==> src/rtl/npc_pkg.sv <==
// Purpose: Shared constants and carrier types for the protocol configuration bank
// Assumes: 8-bit register port, one clock (mclk), carrier fc = 13.56 MHz
// Notes:   Offsets are the printed register addresses, used directly as port addresses
package npc_pkg;

  // ----------------------------------------------------------------
  // Register addresses and reset values
  // ----------------------------------------------------------------
  localparam logic [7:0] ADDR_PASSIVE = 8'h08; // passive_target_definition
  localparam logic [7:0] ADDR_STREAM = 8'h09;  // stream_mode_definition
  localparam logic [7:0] ADDR_AUX = 8'h0a;     // auxiliary_definition
  localparam logic [7:0] RESET_VAL = 8'h00;    // All three registers reset to zero
  localparam logic [7:0] READ_IDLE = 8'h00;    // Read data outside a read answer

  // Writable bits; unused and reserved bits stay zero
  localparam logic [7:0] MASK_PASSIVE = 8'hfd; // Bit 1 reserved
  localparam logic [7:0] MASK_STREAM = 8'h7f;  // Bit 7 unused
  localparam logic [7:0] MASK_AUX = 8'hbf;     // Bit 6 reserved

  // ----------------------------------------------------------------
  // Field positions
  // ----------------------------------------------------------------
  localparam int FDEL_LSB = 4;  // Frame delay trim, 4 bits
  localparam int AP2P_BIT = 3;  // active_p2p_recog_off
  localparam int TYPEF_BIT = 2; // auto_type_f_reply_off
  localparam int TYPEA_BIT = 0; // auto_type_a_anticoll_off
  localparam int SCF_LSB = 5;   // Subcarrier frequency, 2 bits
  localparam int SCP_LSB = 3;   // Pulse count, 2 bits
  localparam int STX_LSB = 0;   // Transmit period, 3 bits
  localparam int CRC_BIT = 7;   // Receive without CRC check
  localparam int IDSZ_LSB = 4;  // target_id_size, 2 bits
  localparam int PHASE_BIT = 3; // phase_clock_shift
  localparam int CORR_BIT = 2;  // Receiver operation select
  localparam int FON_LSB = 0;   // Field-on count n, 2 bits

  // ----------------------------------------------------------------
  // Field codes and decoded values
  // ----------------------------------------------------------------
  localparam logic [1:0] SCF_BPSK = 2'h0;   // fc/16 BPSK stream
  localparam logic [1:0] SCF_SUB = 2'h1;    // fc/32 subcarrier stream
  localparam logic [1:0] SCP_FOUR = 2'h2;   // 4 pulses
  localparam logic [1:0] SCP_EIGHT = 2'h3;  // 8 pulses
  localparam logic [1:0] IDSZ_FOUR = 2'h0;  // 4-byte identifier
  localparam logic [1:0] IDSZ_SEVEN = 2'h1; // 7-byte identifier
  localparam logic [7:0] DIV_SUB = 8'h20;   // fc/32
  localparam logic [7:0] DIV_BPSK = 8'h10;  // fc/16
  localparam logic [7:0] DIV_TX_BASE = 8'h80; // fc/128, halved per code step
  localparam logic [3:0] PULSES_FOUR = 4'h4;
  localparam logic [3:0] PULSES_EIGHT = 4'h8;
  localparam logic [2:0] BYTES_FOUR = 3'h4;
  localparam logic [2:0] BYTES_SEVEN = 3'h7;
  localparam logic [3:0] FDEL_ADVISED = 4'h2; // Good trim for typical filters

  // ----------------------------------------------------------------
  // Carrier types
  // ----------------------------------------------------------------
  typedef struct packed {
    logic ap2pRecogEn;   // Active peer-to-peer frame recognition on
    logic autoTypeFEn;   // Automatic type-F polling answer on
    logic autoTypeAEn;   // Automatic type-A anticollision on
    logic fifoOnly;      // No automatic answers; host drives the FIFO
  } npc_target_t;

  typedef struct packed {
    logic subMode;       // Subcarrier stream frequency selected
    logic bpskMode;      // BPSK stream frequency selected
    logic [7:0] scDiv;   // Carrier divider of the stream frequency
    logic pulseValid;    // Pulse count code is usable
    logic [3:0] pulses;  // Subcarrier pulses per report period
    logic txValid;       // Modulator period code is usable
    logic [7:0] txDiv;   // Carrier divider of the modulator period
  } npc_stream_t;

  typedef enum {NPC_FON_IDLE, NPC_FON_ACTIVE} npc_fon_state_t;

endpackage

==> src/rtl/npc_config_regs.sv <==
// Purpose: Protocol configuration bank: three registers and their decoded controls
// Assumes: Strobes, command pulses and frame inputs come from mclk-domain logic
// Notes:   All outputs are registered; decoded controls follow the registers one enabled cycle later, fieldOnN is captured at a field-on start
//
// Design decision made here: the address-and-strobe port.
`timescale 1ns/10ps
module npc_config_regs #(
  parameter int FDT_W = 16,                        // Width of the frame delay count
  parameter logic [15:0] NOMINAL_FDT_FC = 16'h0400 // Nominal frame delay, in 1/fc periods
) (
  input wire logic mclk,
  input wire logic rst,
  input wire logic ce,
  input wire logic [7:0] addr,
  input wire logic [7:0] wrData,
  input wire logic wrStrobe,
  input wire logic rdStrobe,
  output logic [7:0] rdData,
  input wire logic txReqaCmd,
  input wire logic txWupaCmd,
  input wire logic antiCollFrame,
  input wire logic rxFrameDone,
  input wire logic fieldOnCmd,
  input wire logic fieldOnDone,
  output logic [FDT_W-1:0] fdtCount,
  output npc_pkg::npc_target_t target,
  output npc_pkg::npc_stream_t stream,
  output logic rxCrcCheck,
  output logic idValid,
  output logic [2:0] idBytes,
  output logic phaseShift90,
  output logic rxCorrelation,
  output logic rxModeInvalid,
  output logic fieldOnBusy,
  output logic [1:0] fieldOnN
);
  import npc_pkg::*;

  // ----------------------------------------------------------------
  // Registers
  // ----------------------------------------------------------------
  logic [7:0] passiveReg; // passive_target_definition
  logic [7:0] streamReg;  // stream_mode_definition
  logic [7:0] auxReg;     // auxiliary_definition
  logic skipCrcResp;      // Waiting for a REQA or WUPA answer
  npc_fon_state_t fonState; // Field-on command tracker
  npc_stream_t next_stream; // Decoded stream settings

  // Reserved bits are masked out at write time
  npc_reg8 #(.WMASK(MASK_PASSIVE), .RESET(RESET_VAL)) uPassive (
    .mclk(mclk),
    .rst(rst),
    .ce(ce),
    .wrEn(wrStrobe && (addr == ADDR_PASSIVE)),
    .wrData(wrData),
    .q(passiveReg)
  );

  npc_reg8 #(.WMASK(MASK_STREAM), .RESET(RESET_VAL)) uStream (
    .mclk(mclk),
    .rst(rst),
    .ce(ce),
    .wrEn(wrStrobe && (addr == ADDR_STREAM)),
    .wrData(wrData),
    .q(streamReg)
  );

  npc_reg8 #(.WMASK(MASK_AUX), .RESET(RESET_VAL)) uAux (
    .mclk(mclk),
    .rst(rst),
    .ce(ce),
    .wrEn(wrStrobe && (addr == ADDR_AUX)),
    .wrData(wrData),
    .q(auxReg)
  );

  // ----------------------------------------------------------------
  // Read port
  // ----------------------------------------------------------------
  // Data stand only in the cycle after the read strobe
  always_ff @(posedge mclk or posedge rst) begin
    if (rst) begin
      rdData <= READ_IDLE;
    end else if (ce) begin
      if (rdStrobe) begin
        case (addr)
          ADDR_PASSIVE: rdData <= passiveReg;
          ADDR_STREAM: rdData <= streamReg;
          ADDR_AUX: rdData <= auxReg;
          default: rdData <= READ_IDLE; // Unmapped reads as zero
        endcase
      end else begin
        rdData <= READ_IDLE;
      end
    end
  end

  // ----------------------------------------------------------------
  // Target-mode controls
  // ----------------------------------------------------------------
  // Frame delay, shortened by the trim in carrier periods; the host
  // normally programs a trim of two
  always_ff @(posedge mclk or posedge rst) begin
    if (rst) begin
      fdtCount <= NOMINAL_FDT_FC[FDT_W-1:0];
    end else if (ce) begin
      fdtCount <= NOMINAL_FDT_FC[FDT_W-1:0]
                  - FDT_W'(passiveReg[FDEL_LSB +: 4]);
    end
  end

  // Automatic answers, each active while its disable bit is clear
  always_ff @(posedge mclk or posedge rst) begin
    if (rst) begin
      target <= '0;
    end else if (ce) begin
      target.ap2pRecogEn <= ~passiveReg[AP2P_BIT];
      target.autoTypeFEn <= ~passiveReg[TYPEF_BIT];
      target.autoTypeAEn <= ~passiveReg[TYPEA_BIT];
      // With both answers off, framing hands every exchange to the FIFO
      target.fifoOnly <= passiveReg[TYPEF_BIT] & passiveReg[TYPEA_BIT];
    end
  end

  // ----------------------------------------------------------------
  // Stream-mode decode
  // ----------------------------------------------------------------
  // Turn the three stream fields into dividers and valid flags
  always_comb begin
    next_stream = '0;
    // Stream frequency: reserved codes leave both modes off
    case (streamReg[SCF_LSB +: 2])
      SCF_SUB: begin
        next_stream.subMode = 1'b1;
        next_stream.scDiv = DIV_SUB;
      end
      SCF_BPSK: begin
        next_stream.bpskMode = 1'b1;
        next_stream.scDiv = DIV_BPSK;
      end
      default: next_stream.scDiv = 8'h00;
    endcase
    // Pulse count: low codes are reserved
    case (streamReg[SCP_LSB +: 2])
      SCP_FOUR: begin
        next_stream.pulseValid = 1'b1;
        next_stream.pulses = PULSES_FOUR;
      end
      SCP_EIGHT: begin
        next_stream.pulseValid = 1'b1;
        next_stream.pulses = PULSES_EIGHT;
      end
      default: next_stream.pulses = 4'h0;
    endcase
    // Modulator period: each code step halves the divider
    if (!streamReg[STX_LSB + 2]) begin
      next_stream.txValid = 1'b1;
      next_stream.txDiv = DIV_TX_BASE >> streamReg[STX_LSB +: 2];
    end
  end

  // Register the decoded stream settings
  always_ff @(posedge mclk or posedge rst) begin
    if (rst) begin
      stream <= '0;
    end else if (ce) begin
      stream <= next_stream;
    end
  end

  // ----------------------------------------------------------------
  // Receive CRC handling
  // ----------------------------------------------------------------
  // Remember that a REQA or WUPA answer is due; a new command wins
  // over the end of the previous frame
  always_ff @(posedge mclk or posedge rst) begin
    if (rst) begin
      skipCrcResp <= 1'b0;
    end else if (ce) begin
      if (txReqaCmd || txWupaCmd) begin
        skipCrcResp <= 1'b1;
      end else if (rxFrameDone) begin
        skipCrcResp <= 1'b0;
      end
    end
  end

  // Check CRC unless disabled, awaiting a REQA/WUPA answer, or in
  // anticollision framing (set by the host only for reader anticollision)
  always_ff @(posedge mclk or posedge rst) begin
    if (rst) begin
      rxCrcCheck <= 1'b0;
    end else if (ce) begin
      rxCrcCheck <= ~auxReg[CRC_BIT]
                    & ~skipCrcResp & ~antiCollFrame;
    end
  end

  // ----------------------------------------------------------------
  // Auxiliary controls
  // ----------------------------------------------------------------
  // Identifier size, phase clock and receiver operation
  always_ff @(posedge mclk or posedge rst) begin
    if (rst) begin
      idValid <= 1'b0;
      idBytes <= 3'h0;
      phaseShift90 <= 1'b0;
      rxCorrelation <= 1'b0;
      rxModeInvalid <= 1'b0;
    end else if (ce) begin
      case (auxReg[IDSZ_LSB +: 2])
        IDSZ_FOUR: begin
          idValid <= 1'b1;
          idBytes <= BYTES_FOUR;
        end
        IDSZ_SEVEN: begin
          idValid <= 1'b1;
          idBytes <= BYTES_SEVEN;
        end
        default: begin
          idValid <= 1'b0; // Reserved size
          idBytes <= 3'h0;
        end
      endcase
      // Also steers PM demodulation; host keeps it clear for PM
      phaseShift90 <= auxReg[PHASE_BIT];
      rxCorrelation <= ~auxReg[CORR_BIT];
      rxModeInvalid <= auxReg[CORR_BIT]; // Reserved setting flagged
    end
  end

  // ----------------------------------------------------------------
  // Field-on commands
  // ----------------------------------------------------------------
  // Capture n when a field-on command starts and hold it until done,
  // so a late register write cannot disturb a running command
  always_ff @(posedge mclk or posedge rst) begin
    if (rst) begin
      fonState <= NPC_FON_IDLE;
      fieldOnBusy <= 1'b0;
      fieldOnN <= 2'h0;
    end else if (ce) begin
      case (fonState)
        NPC_FON_IDLE: begin
          if (fieldOnCmd) begin
            fonState <= NPC_FON_ACTIVE;
            fieldOnBusy <= 1'b1;
            fieldOnN <= auxReg[FON_LSB +: 2];
          end
        end
        NPC_FON_ACTIVE: begin
          if (fieldOnDone) begin
            fonState <= NPC_FON_IDLE;
            fieldOnBusy <= 1'b0;
          end
        end
        default: begin
          fonState <= NPC_FON_IDLE;
          fieldOnBusy <= 1'b0;
        end
      endcase
    end
  end
endmodule // npc_config_regs

==> src/rtl/npc_reg8.sv <==
// Purpose: One 8-bit software register with a mask of writable bits
// Assumes: Same-clock write strobe and data
// Notes:   Masked bits are never stored, so they read as zero
`timescale 1ns/10ps
module npc_reg8 #(
  parameter logic [7:0] WMASK = 8'hff,
  parameter logic [7:0] RESET = 8'h00
) (
  input wire logic mclk,
  input wire logic rst,
  input wire logic ce,
  input wire logic wrEn,
  input wire logic [7:0] wrData,
  output logic [7:0] q
);

  // ----------------------------------------------------------------
  // Storage
  // ----------------------------------------------------------------
  // Load the writable bits on a write; hold while ce is low
  always_ff @(posedge mclk or posedge rst) begin
    if (rst) begin
      q <= RESET;
    end else if (ce && wrEn) begin
      q <= wrData & WMASK;
    end
  end

endmodule // npc_reg8

==> config.mk <==
export PLATFORM = sky130hd
export DESIGN_NAME = npc_config_regs
export DESIGN_NICKNAME = d
export VERILOG_FILES = /design/src/rtl/npc_pkg.sv /design/src/rtl/npc_config_regs.sv /design/src/rtl/npc_reg8.sv
export SDC_FILE = /design/constraint.sdc
export NUM_CORES = 1
export LEC_CHECK = 0
export ABC_AREA = 0
export BUFFER_PORTS_ARGS = -buffer_cell sky130_fd_sc_hd__buf_2
export CORE_UTILIZATION = 25
export DETAILED_ROUTE_END_ITERATION = 10
export GPL_ROUTABILITY_DRIVEN = 0
export GPL_TIMING_DRIVEN = 0
export PLACE_DENSITY = 0.46
export RECOVER_POWER = 25
export REMOVE_ABC_BUFFERS = 1
export SETUP_SLACK_MARGIN = 0.3
export SLEW_MARGIN = 20
export SYNTH_ARGS = -nofsm -noshare
export SYNTH_HDL_FRONTEND = slang
export SYNTH_SLANG_ARGS = --single-unit
==> constraint.sdc <==
create_clock -name mclk -period 2.2 [get_ports mclk]
set_input_delay 0.44 -clock mclk [delete_from_list [all_inputs] [get_ports mclk]]
set_output_delay 0.44 -clock mclk [all_outputs]
set_load 0.05 [all_outputs]
=== Word level (Yosys, flattened, before mapping) ===
Index checks and enable logic that the tools add are counted.

* Add/subtract/negate cells: 1
* Eq/ne operators: 10
* Shifts and indexed selects: 1
* Muxes and demuxes: 18
* Bitwise logic cells: 10
* Reduce and logical (&&, ||, !) cells: 16

{| class="wikitable"
|+ Operators by type and width
! operator !! number
|-
| two-way mux 32 bit || 2
|-
| one-hot mux 32 bit (2 select lines) || 1
|-
| equality test 32 x 1 -> 1 bit (second input constant) || 1
|-
| logical NOT 32 bit || 1
|-
| equality test 8 x 4 -> 1 bit (second input constant) || 3
|-
| one-hot mux 8 bit (3 select lines) || 1
|-
| one-hot mux 6 bit (2 select lines) || 1
|-
| subtractor 11 x 4 -> 12 bit (first input constant) || 1
|-
| two-way mux 9 bit || 1
|-
| two-way mux 1 bit || 8
|-
| two-way mux 8 bit || 1
|-
| one-hot mux 4 bit (2 select lines) || 1
|-
| >> shifter 8 x 2 -> 8 bit (first input constant) || 1
|-
| inverter 1 bit || 7
|-
| logical AND 1 bit || 6
|-
| one-hot mux 3 bit (2 select lines) || 1
|-
| AND reduction 3 bit || 2
|-
| equality test 2 x 1 -> 1 bit (second input constant) || 2
|-
| equality test 2 bit (second input constant) || 2
|-
| logical NOT 2 bit || 2
|-
| inequality test 2 bit (second input constant) || 2
|-
| OR reduction 2 bit || 2
|-
| AND 1 bit || 3
|-
| one-hot mux 1 bit (2 select lines) || 1
|-
| other kinds (3) || 3
|}

* Bits in registers: 117
* Output and inout port bits: 63
* Word-level logic and storage cells: 82

=== Longest topological paths before layout ===
Gate-level depths: netlist of the first run.

* Word-level depth: 3
* Gate-level depth with buffers: 5
* Depth with buffers taken out: 4

=== Cells and area by module ===
Synthesis of the first run repeated with hierarchy kept, for this count alone.

* Cells, all modules: 245
* Area, all modules: 2865.2 µm²

{| class="wikitable"
|+ Modules (own cells, without submodules)
! module !! times used !! cells an instance !! area each (µm²) !! seq. area each (µm²)
|-
| npc_config_regs || 1 || 191 || 2039.5 || 1002.2
|-
| npc_reg8 || 3 || 18 || 275.3 || 175.2
|}

=== Worst setup path after synthesis of the first run ===
OpenSTA, ideal clock, no wires.

* Path kind: input to register
* Start: input addr[0]
* End: register uStream.q[0]
* Data arrival time: 1.377 ns
* Path slack: 0.698 ns
* Stages: 4
* Path buffers: 1
* Path through: buf_2 > nor2b_1 > nand4_2 > mux2_2

* Longest elaborated chain between the ends: 3

{| class="wikitable"
|+ Ends and longest elaborated chain
! item !! RTL line !! source
|-
| from (decl) || npc_config_regs.sv:14 || <nowiki>input wire logic [7:0] addr,</nowiki>
|-
| equality test 8 x 4 -> 1 bit || npc_config_regs.sv:63 || <nowiki>.wrEn(wrStrobe && (addr == ADDR_STREAM)),</nowiki>
|-
| logical AND 1 bit || npc_config_regs.sv:63 ||
|-
| logical AND 1 bit || npc_reg8.sv:24 || <nowiki>end else if (ce && wrEn) begin</nowiki>
|-
| to (signal assigned) || npc_reg8.sv:25 || <nowiki>q <= wrData & WMASK;</nowiki>
|-
| to (decl) || npc_reg8.sv:14 || <nowiki>output logic [7:0] q</nowiki>
|}

No other way between the ends.
A chain may end at the register's enable or synchronous reset.

=== Worst setup path after layout of the first run ===
* Start: input ce
* End: register uPassive.q[0]

* Longest elaborated chain between the ends: 1

{| class="wikitable"
|+ Ends and longest elaborated chain
! item !! RTL line !! source
|-
| from (decl) || npc_config_regs.sv:13 || <nowiki>input wire logic ce,</nowiki>
|-
| logical AND 1 bit || npc_reg8.sv:24 ||
|-
| to (signal assigned) || npc_reg8.sv:25 ||
|-
| to (decl) || npc_reg8.sv:14 ||
|}

No other way between the ends.

==> results_dict.tcl, run 1 <==
set metrics [dict create \
    dr.first_iter.drc_count 38 \
    seq_area_frac_synth 0.560 \
    root_buffer "clkbuf_8" \
    remaining_drc_errors 0 \
    wl_um 6400 \
    r2r_cells 3 \
    max_freq_mhz 558 \
    critPathMaxFanout 39 \
    worstSetupPathType "input port to register" \
    met3_wirelength_um 325 \
    routedWlPerCell_um 14.8 \
    path_clk_slew_ns 0.07 \
    dieArea_um2 11300 \
    r2r_start "uPassive.q[4]" \
    insertion_delay_ns 0.33 \
    num_vias 1873 \
    fin_cells 433 \
    ant_nets 0 \
    fin_nets 321 \
    fin_skew_ns 0.00824 \
    cts.sinks 61 \
    wl_met2_um 3070 \
    ios 90 \
    grt_pass1_wl_um 10200 \
    ys_types 34 \
    die_y_um 106 \
    setup_ws_ns 0.407 \
    grt_usage 0.122 \
    routed.top_layer "met4" \
    die_w_um 106 \
    tightestPinTransition_ns 0.796 \
    wl_met1_um 2930 \
    hold_class "input port to asynchronous set/reset pin" \
    max-vdd-ir-drop_mv 0.287 \
    fp.coreArea_um2 10500 \
    start_util 0.261 \
    dp_cells 414 \
    powerDensity_nw_per_um2 767 \
    reg2reg_to "fdtCount[3]" \
    hpwl_um 4270 \
    fin_crit_sh 0.815 \
    maxSlewViolCount 0 \
    utilization 0.320 \
    area.growth.synth_to_final_pct 22.8 \
    grt_antenna_before_repair 0 \
    place_ws_ns -0.402 \
    required_ns 2.41 \
    grt_max_degree 50 \
    ys_ff_latch 61 \
    cp.arrival_ns 2.00 \
    portBuffers 72 \
    drt-vias-per-instance 4.33 \
    critPathLaunchType "input port" \
    ctsHtreeMaxLevel 3 \
    place_area_um2 3130 \
    drive_above_1_share 0.431 \
    rows 37 \
    cp-end-kind "register" \
    grt_overflow_total 0 \
    tns_ns 0 \
    first_pass_iters 4 \
    holdWs_ns 0.165 \
    synthCells 222 \
    relSlewSlack 0.469 \
    synthesis.area_um2 2730 \
    rsz0062_at_grt "true" \
    leakage_nw 1.71 \
    clk_path_buf_depth 2 \
    drv_cap 0 \
    numCtsBuffers 9 \
    power_mw 2.57 \
    tritoncts "done" \
    first_global_vias 1863 \
    setup_viol 0 \
    yosys_warnings 0 \
    status "finished, final reports clean" \
    num_antenna_cells 0 \
    synth.avg_cell_area_um2 12.3 \
    reg2reg_slack_ns 0.79 \
    timing.final.crit_period_ns 1.79 \
    hold_violations 0 \
    final_area_um2 3350 \
]
-- worst max-delay path, cell delays in order --
cell     delay, ns
buf_4         0.36
nor3b_2       0.41
nand4_2       0.39
mux2_2        0.39
-- synthesized netlist by cell type --
library cell / instances / area, µm²
nand3b_1: 3 / 22.5
buf_1: 1 / 3.75
nor2_1: 8 / 30.0
nand4_2: 3 / 37.5
o21ai_0: 8 / 40.0
nand2_1: 14 / 52.6
xnor2_1: 1 / 8.76
nor4b_1: 1 / 8.76
a2bb2oi_1: 5 / 43.8
nor3b_2: 1 / 12.5
clkbuf_1: 6 / 22.5
o2bb2ai_1: 9 / 78.8
a22oi_1: 1 / 7.51
nor3_1: 1 / 5.00
buf_4: 24 / 180
mux2i_1: 7 / 70.1
conb_1: 1 / 3.75
nand4_1: 1 / 6.26
a21oi_1: 4 / 20.0
nor4b_4: 1 / 23.8
dfrtp_1: 60 / 1500
buf_2: 2 / 10.0
o41ai_1: 1 / 8.76
nor2b_1: 2 / 12.5
mux2_2: 30 / 338
a21o_1: 1 / 7.51
a31oi_1: 1 / 6.26
inv_1: 13 / 48.8
o32ai_1: 4 / 35.0
nand2b_1: 2 / 12.5
dfstp_2: 1 / 26.3
nand3_1: 2 / 10.0
o31ai_1: 1 / 7.51
ha_1: 2 / 25.0
-- how the worst max path moves through the flow --
stage	slack [ns]	cells past startpoint	end	start
finish	0.41	4	uPassive.q[0]	ce
global route	0.28	4	uPassive.q[4]	ce
CTS	0.34	4	uPassive.q[7]	ce
detailed placement	-0.40	4	rdData[7]	ce
global placement	-0.72	2	stream[12]	rst
floorplan	0.25	1	fdtCount[0]	rst
-- where the power goes --
part	internal, mW	switching, mW
sequential	1.17	0.0288
combinational	0.0945	0.302
clock	0.551	0.428
-- registers in the layout, summed over array words and instances, names as in the netlist --
| signal | cells |
|---|---|
| target | 4 |
| uStream.q | 7 |
| idBytes | 1 |
| uAux.q | 7 |
| fdtCount | 8 |
| rxCrcCheck | 1 |
| uPassive.q | 7 |
| fieldOnBusy | 1 |
| rxCorrelation | 1 |
| rdData | 8 |
| fieldOnN | 2 |
| stream | 10 |
| rxModeInvalid | 1 |
| idValid | 1 |
| phaseShift90 | 1 |
| skipCrcResp | 1 |
-- placed cells by master (no fill, tap or decap), types with 2 or more instances in the layout --
cell type and n:
buf_4 4, o32ai_1 4, mux2i_1 7, nand3_1 2, nand4_2 3, conb_1 17, nand2_1 14, ha_1 2
o21ai_0 8, dfrtp_1 60, a2bb2oi_1 5, a21oi_1 4, clkinv_2 2, clkbuf_8 10, mux2_2 30, inv_1 12
clkbuf_1 2, nand2b_1 2, nor2_1 8, o2bb2ai_1 9, buf_2 71, nand3b_1 3
-- kinds of logic after synthesis --
logic type                 after synthesis  synth area share
other                                    1           0.00137
buffers and inverters                   46            0.0972
adders and majority gates                2           0.00917
AOI/OAI and AO/OA                       35            0.0936
xor gates and xnor gates                 1           0.00321
muxes                                   37             0.150
and+or+nand+nor                         39            0.0858
DFF                                     61             0.560
-- repair_timing --
| item | CTS | global route |
|---|---|---|
| gates cloned | 0 | 0 |
| setup endpoints to repair | 32 | 8 |
| setup buffers | 3 | 0 |
| endpoints found under the hold margin | 0 | 0 |
| gates resized for setup | 2 | 0 |
| pin swaps | 1 | 0 |
| hold buffers | 0 | 0 |
-- area by class of cell --
| cell class | instances | area [µm²] |
|---|---|---|
| Fill cell | 1109 | 7110 |
| Clock buffer | 12 | 145 |
| Tap cell | 136 | 170 |
| Clock inverter | 4 | 47.5 |
| Inverter | 13 | 50.0 |
| Timing Repair Buffer | 76 | 413 |
| Multi-Input combinational cell | 131 | 997 |
| Sequential cell | 61 | 1530 |
-- layer usage --
| metal | up-vias | GRT usage |
|---|---|---|
| met5 | - | 0 |
| met4 | 0 | 0.0528 |
| met3 | 7 | 0.0307 |
| met2 | 63 | 0.189 |
| met1 | 912 | 0.161 |
| li1 | 891 | - |
No activity file was read; power rests on OpenSTA's default activity.
==> inputs of run 2 (changes only) <==
- ABC_AREA: 0 -> 1
- PLACE_DENSITY: 0.46 -> 0.47
- clock period: 2.2 -> 1.6 ns (I/O delays scaled with it)
==> run 2 against run 1 <==
  * Critical path depth grew 1
  * Power increased by 71%
  * Clock-buffer cell count is the same
  * Sequential cell count unchanged
  * Critical endpoint is now fieldOnN[0]
  * Highest routed layer unchanged
==> results_dict.tcl, run 2 <==
set metrics [dict create \
    status "finished, final reports clean" \
    grt_max_degree 48 \
    rsz0062_at_grt "true" \
    seqCellArea_um2 1530 \
    remaining_drc_errors 0 \
    hold_class "input port to register" \
    numCtsBuffers 9 \
    cp.arrival_ns 1.56 \
    first_pass_iters 5 \
    seq_area_frac_synth 0.519 \
    synth_most_common_cell "nand2_1" \
    routedWlPerCell_um 13.4 \
    critPathLaunchType "input port" \
    final_cell_mix "100 x nand2_1, 60 x dfrtp_1, 51 x buf_2" \
    fin_nets 419 \
    grt_pass1_wl_um 11600 \
    dieArea_um2 12200 \
    ctsHtreeMaxLevel 3 \
    min_to "rxCrcCheck" \
    r2r_start "uPassive.q[4]" \
    insertion_delay_ns 0.32 \
    worstSetupPathType "input port to register" \
    ios 90 \
    netlist.area_leader.share 0.510 \
    cp-end-kind "register" \
    largest_reg_flops 10 \
    start_util 0.257 \
    root_buffer "clkbuf_16" \
    tritoncts "done" \
    leakage_nw 1.97 \
    tightestPinTransition_ns 0.775 \
    portBuffers 72 \
    fp.coreArea_um2 11500 \
    reg2reg_to "fdtCount[2]" \
    reg2reg_slack_ns 0.41 \
    utilization 0.327 \
    cts.sinks 61 \
    num_vias 2257 \
    ant_nets 0 \
    synth.avg_cell_area_um2 9.23 \
    drv_cap 0 \
    synth_area_leader_cell "dfrtp_1" \
    max_freq_mhz 738 \
    synthesis.area_um2 2950 \
    fin_crit_sh 0.847 \
    num_antenna_cells 0 \
    synthFlopType "dfrtp_1" \
    whs_path_depth 2 \
    reg_top3 "stream: 10 flops, fdtCount: 8 flops, rdData: 8 flops" \
    netlist_top_cells_area "dfrtp_1 51%, nand2_1 13%, buf_4 6.4%" \
    die_w_um 111 \
    synth_edf_count 0 \
    grt_overflow_total 0 \
    drt-vias-per-instance 4.20 \
    dr.first_iter.drc_count 76 \
    yosys_warnings 0 \
    grt_antenna_before_repair 0 \
    path_clk_slew_ns 0.05 \
    powerDensity_nw_per_um2 1170 \
    ys_types 31 \
    clk_path_buf_depth 2 \
    fin_skew_ns 0.00468 \
    critPathMaxFanout 45 \
    relSlewSlack 0.480 \
    wl_um 7230 \
    synthCells 319 \
    fillCellCount 1215 \
    final_common_cell "nand2_1" \
    min-delay-start "antiCollFrame" \
    grt_usage 0.122 \
    drive_above_1_share 0.334 \
    setup_viol 0 \
    rows 39 \
    multi_input_area_um2 1120 \
    ys_ff_latch 61 \
    r2r_cells 6 \
    regMostFlops "stream" \
    hold_violations 0 \
    tns_ns 0 \
    timing.final.crit_period_ns 1.35 \
    hpwl_um 4580 \
    synth_commonest_cells "100 x nand2_1, 60 x dfrtp_1, 27 x nand3_1, 25 x buf_4, 23 x inv_1" \
    die_y_um 111 \
    required_ns 1.81 \
    synthArstFlopShare 1.00 \
    first_global_vias 2197 \
    area.growth.synth_to_final_pct 27.3 \
    maxSlewViolCount 0 \
    holdWs_ns 0.165 \
    max-vdd-ir-drop_mv 0.548 \
]
[run 2: cell types whose count changed after synthesis, moves of 7 or more]
cell and change:
nand2_1 +86, mux2_2 -28, nand3_1 +25, o21ai_2 +15, inv_1 +10, o2bb2ai_1 -9
mux2i_1 -7
[run 2: stage by stage]
stage | std cells | instance area, µm² | power, mW | setup WS [ns]
after floorplan | 300 | 2740 | 2.10 | -0.231
after global placement | 515 | 3280 | 2.24 | -1.16
after detailed placement | 516 | 3310 | 2.26 | -0.328
after CTS | 533 | 3680 | 4.44 | 0.261
after global routing | 538 | 3750 | 4.56 | 0.121
final | 538 | 3750 | 4.39 | 0.245
[run 2: layer usage]
| layer | vias up | share of wire | track usage |
|---|---|---|---|
| met5 | - | 0 | 0 |
| met4 | 0 | 0.013 | 0.0427 |
| met3 | 11 | 0.051 | 0.0313 |
| met2 | 80 | 0.44 | 0.193 |
| met1 | 1040 | 0.49 | 0.162 |
| li1 | 1126 | - | - |
[run 2: how the worst max path moves through the flow]
stage,start,slack (ns),end
2_1_floorplan,rst,-0.23,fdtCount[0]
3_3_place_gp,rst,-1.16,stream[4]
3_5_place_dp,ce,-0.33,fieldOnN[0]
4_1_cts,fdtCount[10],0.26,fdtCount[10]
5_1_grt,ce,0.12,stream[4]
6_report,ce,0.25,fieldOnN[0]
[run 2: repair_timing]
| item | in CTS | in global routing |
|---|---|---|
| gates cloned | 0 | 1 |
| endpoints found under the setup margin | 27 | 38 |
| pin swaps | 1 | 1 |
| buffers inserted | 0 | 4 |
| hold endpoints to repair | 13 | 0 |
| gates resized for setup | 13 | 16 |
| hold buffers | 1 | 0 |
[run 2: logic make-up after synthesis]
logic type      count (synthesis)  synth area share
fa+ha+maj                       2           0.00849
compound gates                 41            0.0994
mux                             2           0.00765
flops                          61             0.519
buf+inv                        63             0.126
simple gates                  149             0.238
other cells                     1           0.00127
[run 2: worst max-delay path, cell delays in order]
cell and delay (ns):
clkbuf_2 0.30, inv_6 0.37, nor2_1 0.07, nand2_1 0.14, mux2_2 0.35
[run 2: power by group]
group | internal, mW | leakage, nW | switching, mW
Sequential | 1.61 | 0.809 | 0.0435
Combinational | 0.141 | 0.996 | 0.463
Clock | 1.44 | 0.163 | 0.695
[run 2: area by class of cell]
class	count	share of cell area
sequential	61	0.408
multi-input combinational	212	0.299
timing repair buffer	78	0.129
clock buffer	12	0.0684
tap	143	0.0477
inverter	28	0.0297
clock inverter	4	0.0187
==> inputs of run 3 (changes only) <==
- ABC_AREA: 1 -> 0
- PLACE_DENSITY: 0.47 -> 0.48
- clock period: 1.6 -> 1.1 ns (I/O delays scaled with it)
==> run 3 against run 2 <==
  * Hold slack worse by 0.18 ns
  * Clock-buffer cell count down 2
  * Critical endpoint is now fdtCount[3]
  * Register-to-register slack worse by 0.57 ns
  * Power up 30%
  * Clock skew up 0.0040 ns
  * Global-route usage up 2.0 points
  * The flow now finishes with violations (hold timing, setup timing)
==> results_dict.tcl, run 3 (synthesis results as in run 1) <==
set metrics [dict create \
    cts.sinks 61 \
    p_int_mw 4.03 \
    status "complete, but fails checks" \
    grt_pass1_wl_um 11900 \
    critPathMaxStageDelay_ns 0.46 \
    insertion_delay_ns 0.33 \
    maxSlewViolCount 0 \
    relSlewSlack 0.554 \
    grt_antenna_before_repair 0 \
    tns_ns -1.76 \
    hold_violations 27 \
    ant_nets 0 \
    worstSetupPathType "register to register" \
    critPathLaunchType "register" \
    fillCellCount 1005 \
    setup_viol 52 \
    die_y_um 106 \
    place_area_um2 3120 \
    root_buffer "clkbuf_8" \
    rsz0062_at_grt "true" \
    path_buf_inv 0 \
    reg_top3 "stream: 10 flops, fdtCount: 8 flops, rdData: 8 flops" \
    final_area_um2 4430 \
    first_pass_iters 4 \
    portBuffers 72 \
    ios 90 \
    start_util 0.261 \
    dieArea_um2 11300 \
    p_sw_mw 1.68 \
    num_antenna_cells 0 \
    fin_nets 366 \
    final_cell_mix "66 x buf_6, 55 x dfrtp_1, 28 x buf_4" \
    first_global_vias 2181 \
    seqPwrFrac 0.423 \
    fp.coreArea_um2 10500 \
    wl_um 7840 \
    max-vdd-ir-drop_mv 0.488 \
    violations "hold timing, setup timing" \
    final_common_cell "buf_6" \
    cp.arrival_ns 1.49 \
    path_cells "nor3_4 -> ha_1 -> mux2_2" \
    power_frac_comb 0.193 \
    fin_skew_ns 0.00870 \
    critPathMaxFanout 3 \
    largest_reg_flops 10 \
    hold_class "input port to asynchronous set/reset pin" \
    setup_ws_ns -0.161 \
    grt_max_degree 34 \
    cp_top_family "flip-flops" \
    max_freq_mhz 793 \
    fin_crit_sh 1.15 \
    numCtsBuffers 9 \
    place_ws_ns -1.30 \
    clk_path_buf_depth 2 \
    routedWlPerCell_um 16.4 \
    tightestPinTransition_ns 0.667 \
    rows 37 \
    regMostFlops "stream" \
    num_vias 2093 \
    p_sw_frac 0.294 \
    cp-end-kind "register" \
    path_clk_slew_ns 0.07 \
    hpwl_um 4230 \
    drt-vias-per-instance 4.38 \
    drv_cap 0 \
    holdWs_ns -0.0193 \
    die_w_um 106 \
    dr.first_iter.drc_count 38 \
    grt_overflow_total 0 \
    timing.final.crit_period_ns 1.26 \
    required_ns 1.33 \
    remaining_drc_errors 0 \
    ctsHtreeMaxLevel 3 \
    critical_path.slowest_cell "dfrtp_2" \
    drive_above_1_share 0.614 \
    powerDensity_nw_per_um2 1290 \
    area.growth.synth_to_final_pct 62.4 \
    grt_usage 0.143 \
    clock_power_share 0.384 \
    tritoncts "done" \
    leakage_nw 2.12 \
]
## run 3: layout make-up
cell class	instances	area, µm²	share of cell area
clock buffers	10	128	0.0288
inverters	13	55.1	0.0124
repair inverters	1	7.51	0.00169
flip-flops and latches	61	1530	0.346
well taps	136	170	0.0384
repair buffers	120	1180	0.266
clock inverters	6	87.6	0.0198
multi-input cells	131	1270	0.287
## run 3: power groups by stage
| stage | logic (mW) | registers, mW | clock network (mW) |
|---|---|---|---|
| after floorplan | 0.302 | 2.69 | 0 |
| after global placement | 0.783 | 2.43 | 0 |
| after detailed placement | 0.801 | 2.43 | 0 |
| after CTS | 1.04 | 2.41 | 2.28 |
| after global routing | 1.17 | 2.42 | 2.36 |
| final | 1.10 | 2.41 | 2.19 |
## run 3: final timing paths
path	start	end	slack, ns	cells after the start
max reg2reg	uPassive.q[4]	fdtCount[3]	-0.16	3
max in group asynchronous	rst	uStream.q[1]	0.50	3
min in group mclk	antiCollFrame	rxCrcCheck	0.08	2
max	uPassive.q[4]	fdtCount[3]	-0.16	3
min	rst	skipCrcResp	-0.02	2
min reg2reg	skipCrcResp	rxCrcCheck	0.48	1
## run 3: metrics by stage
stage                     total power, mW  cells   util
after floorplan                      2.99    205      -
after global placement               3.21    413  0.296
after detailed placement             3.23    414  0.299
after CTS                            5.73    464  0.403
after global routing                 5.95    478  0.423
final                                5.70    478  0.423
## run 3: routing by layer
metal / global-route usage / vias up / wire length [µm]
li1: - / 964 / -
met1: 0.173 / 1049 / 3390
met2: 0.247 / 70 / 4070
met3: 0.0270 / 10 / 279
met4: 0.0616 / 0 / 102
met5: 0 / - / 0
## run 3: timing repair
action | in CTS | in global routing
pin swaps | 16 | 9
gates cloned | 2 | 1
resized for setup | 160 | 24
endpoints found under the setup margin | 103 | 97
endpoints found under the hold margin | 27 | 27
buffers inserted | 32 | 13
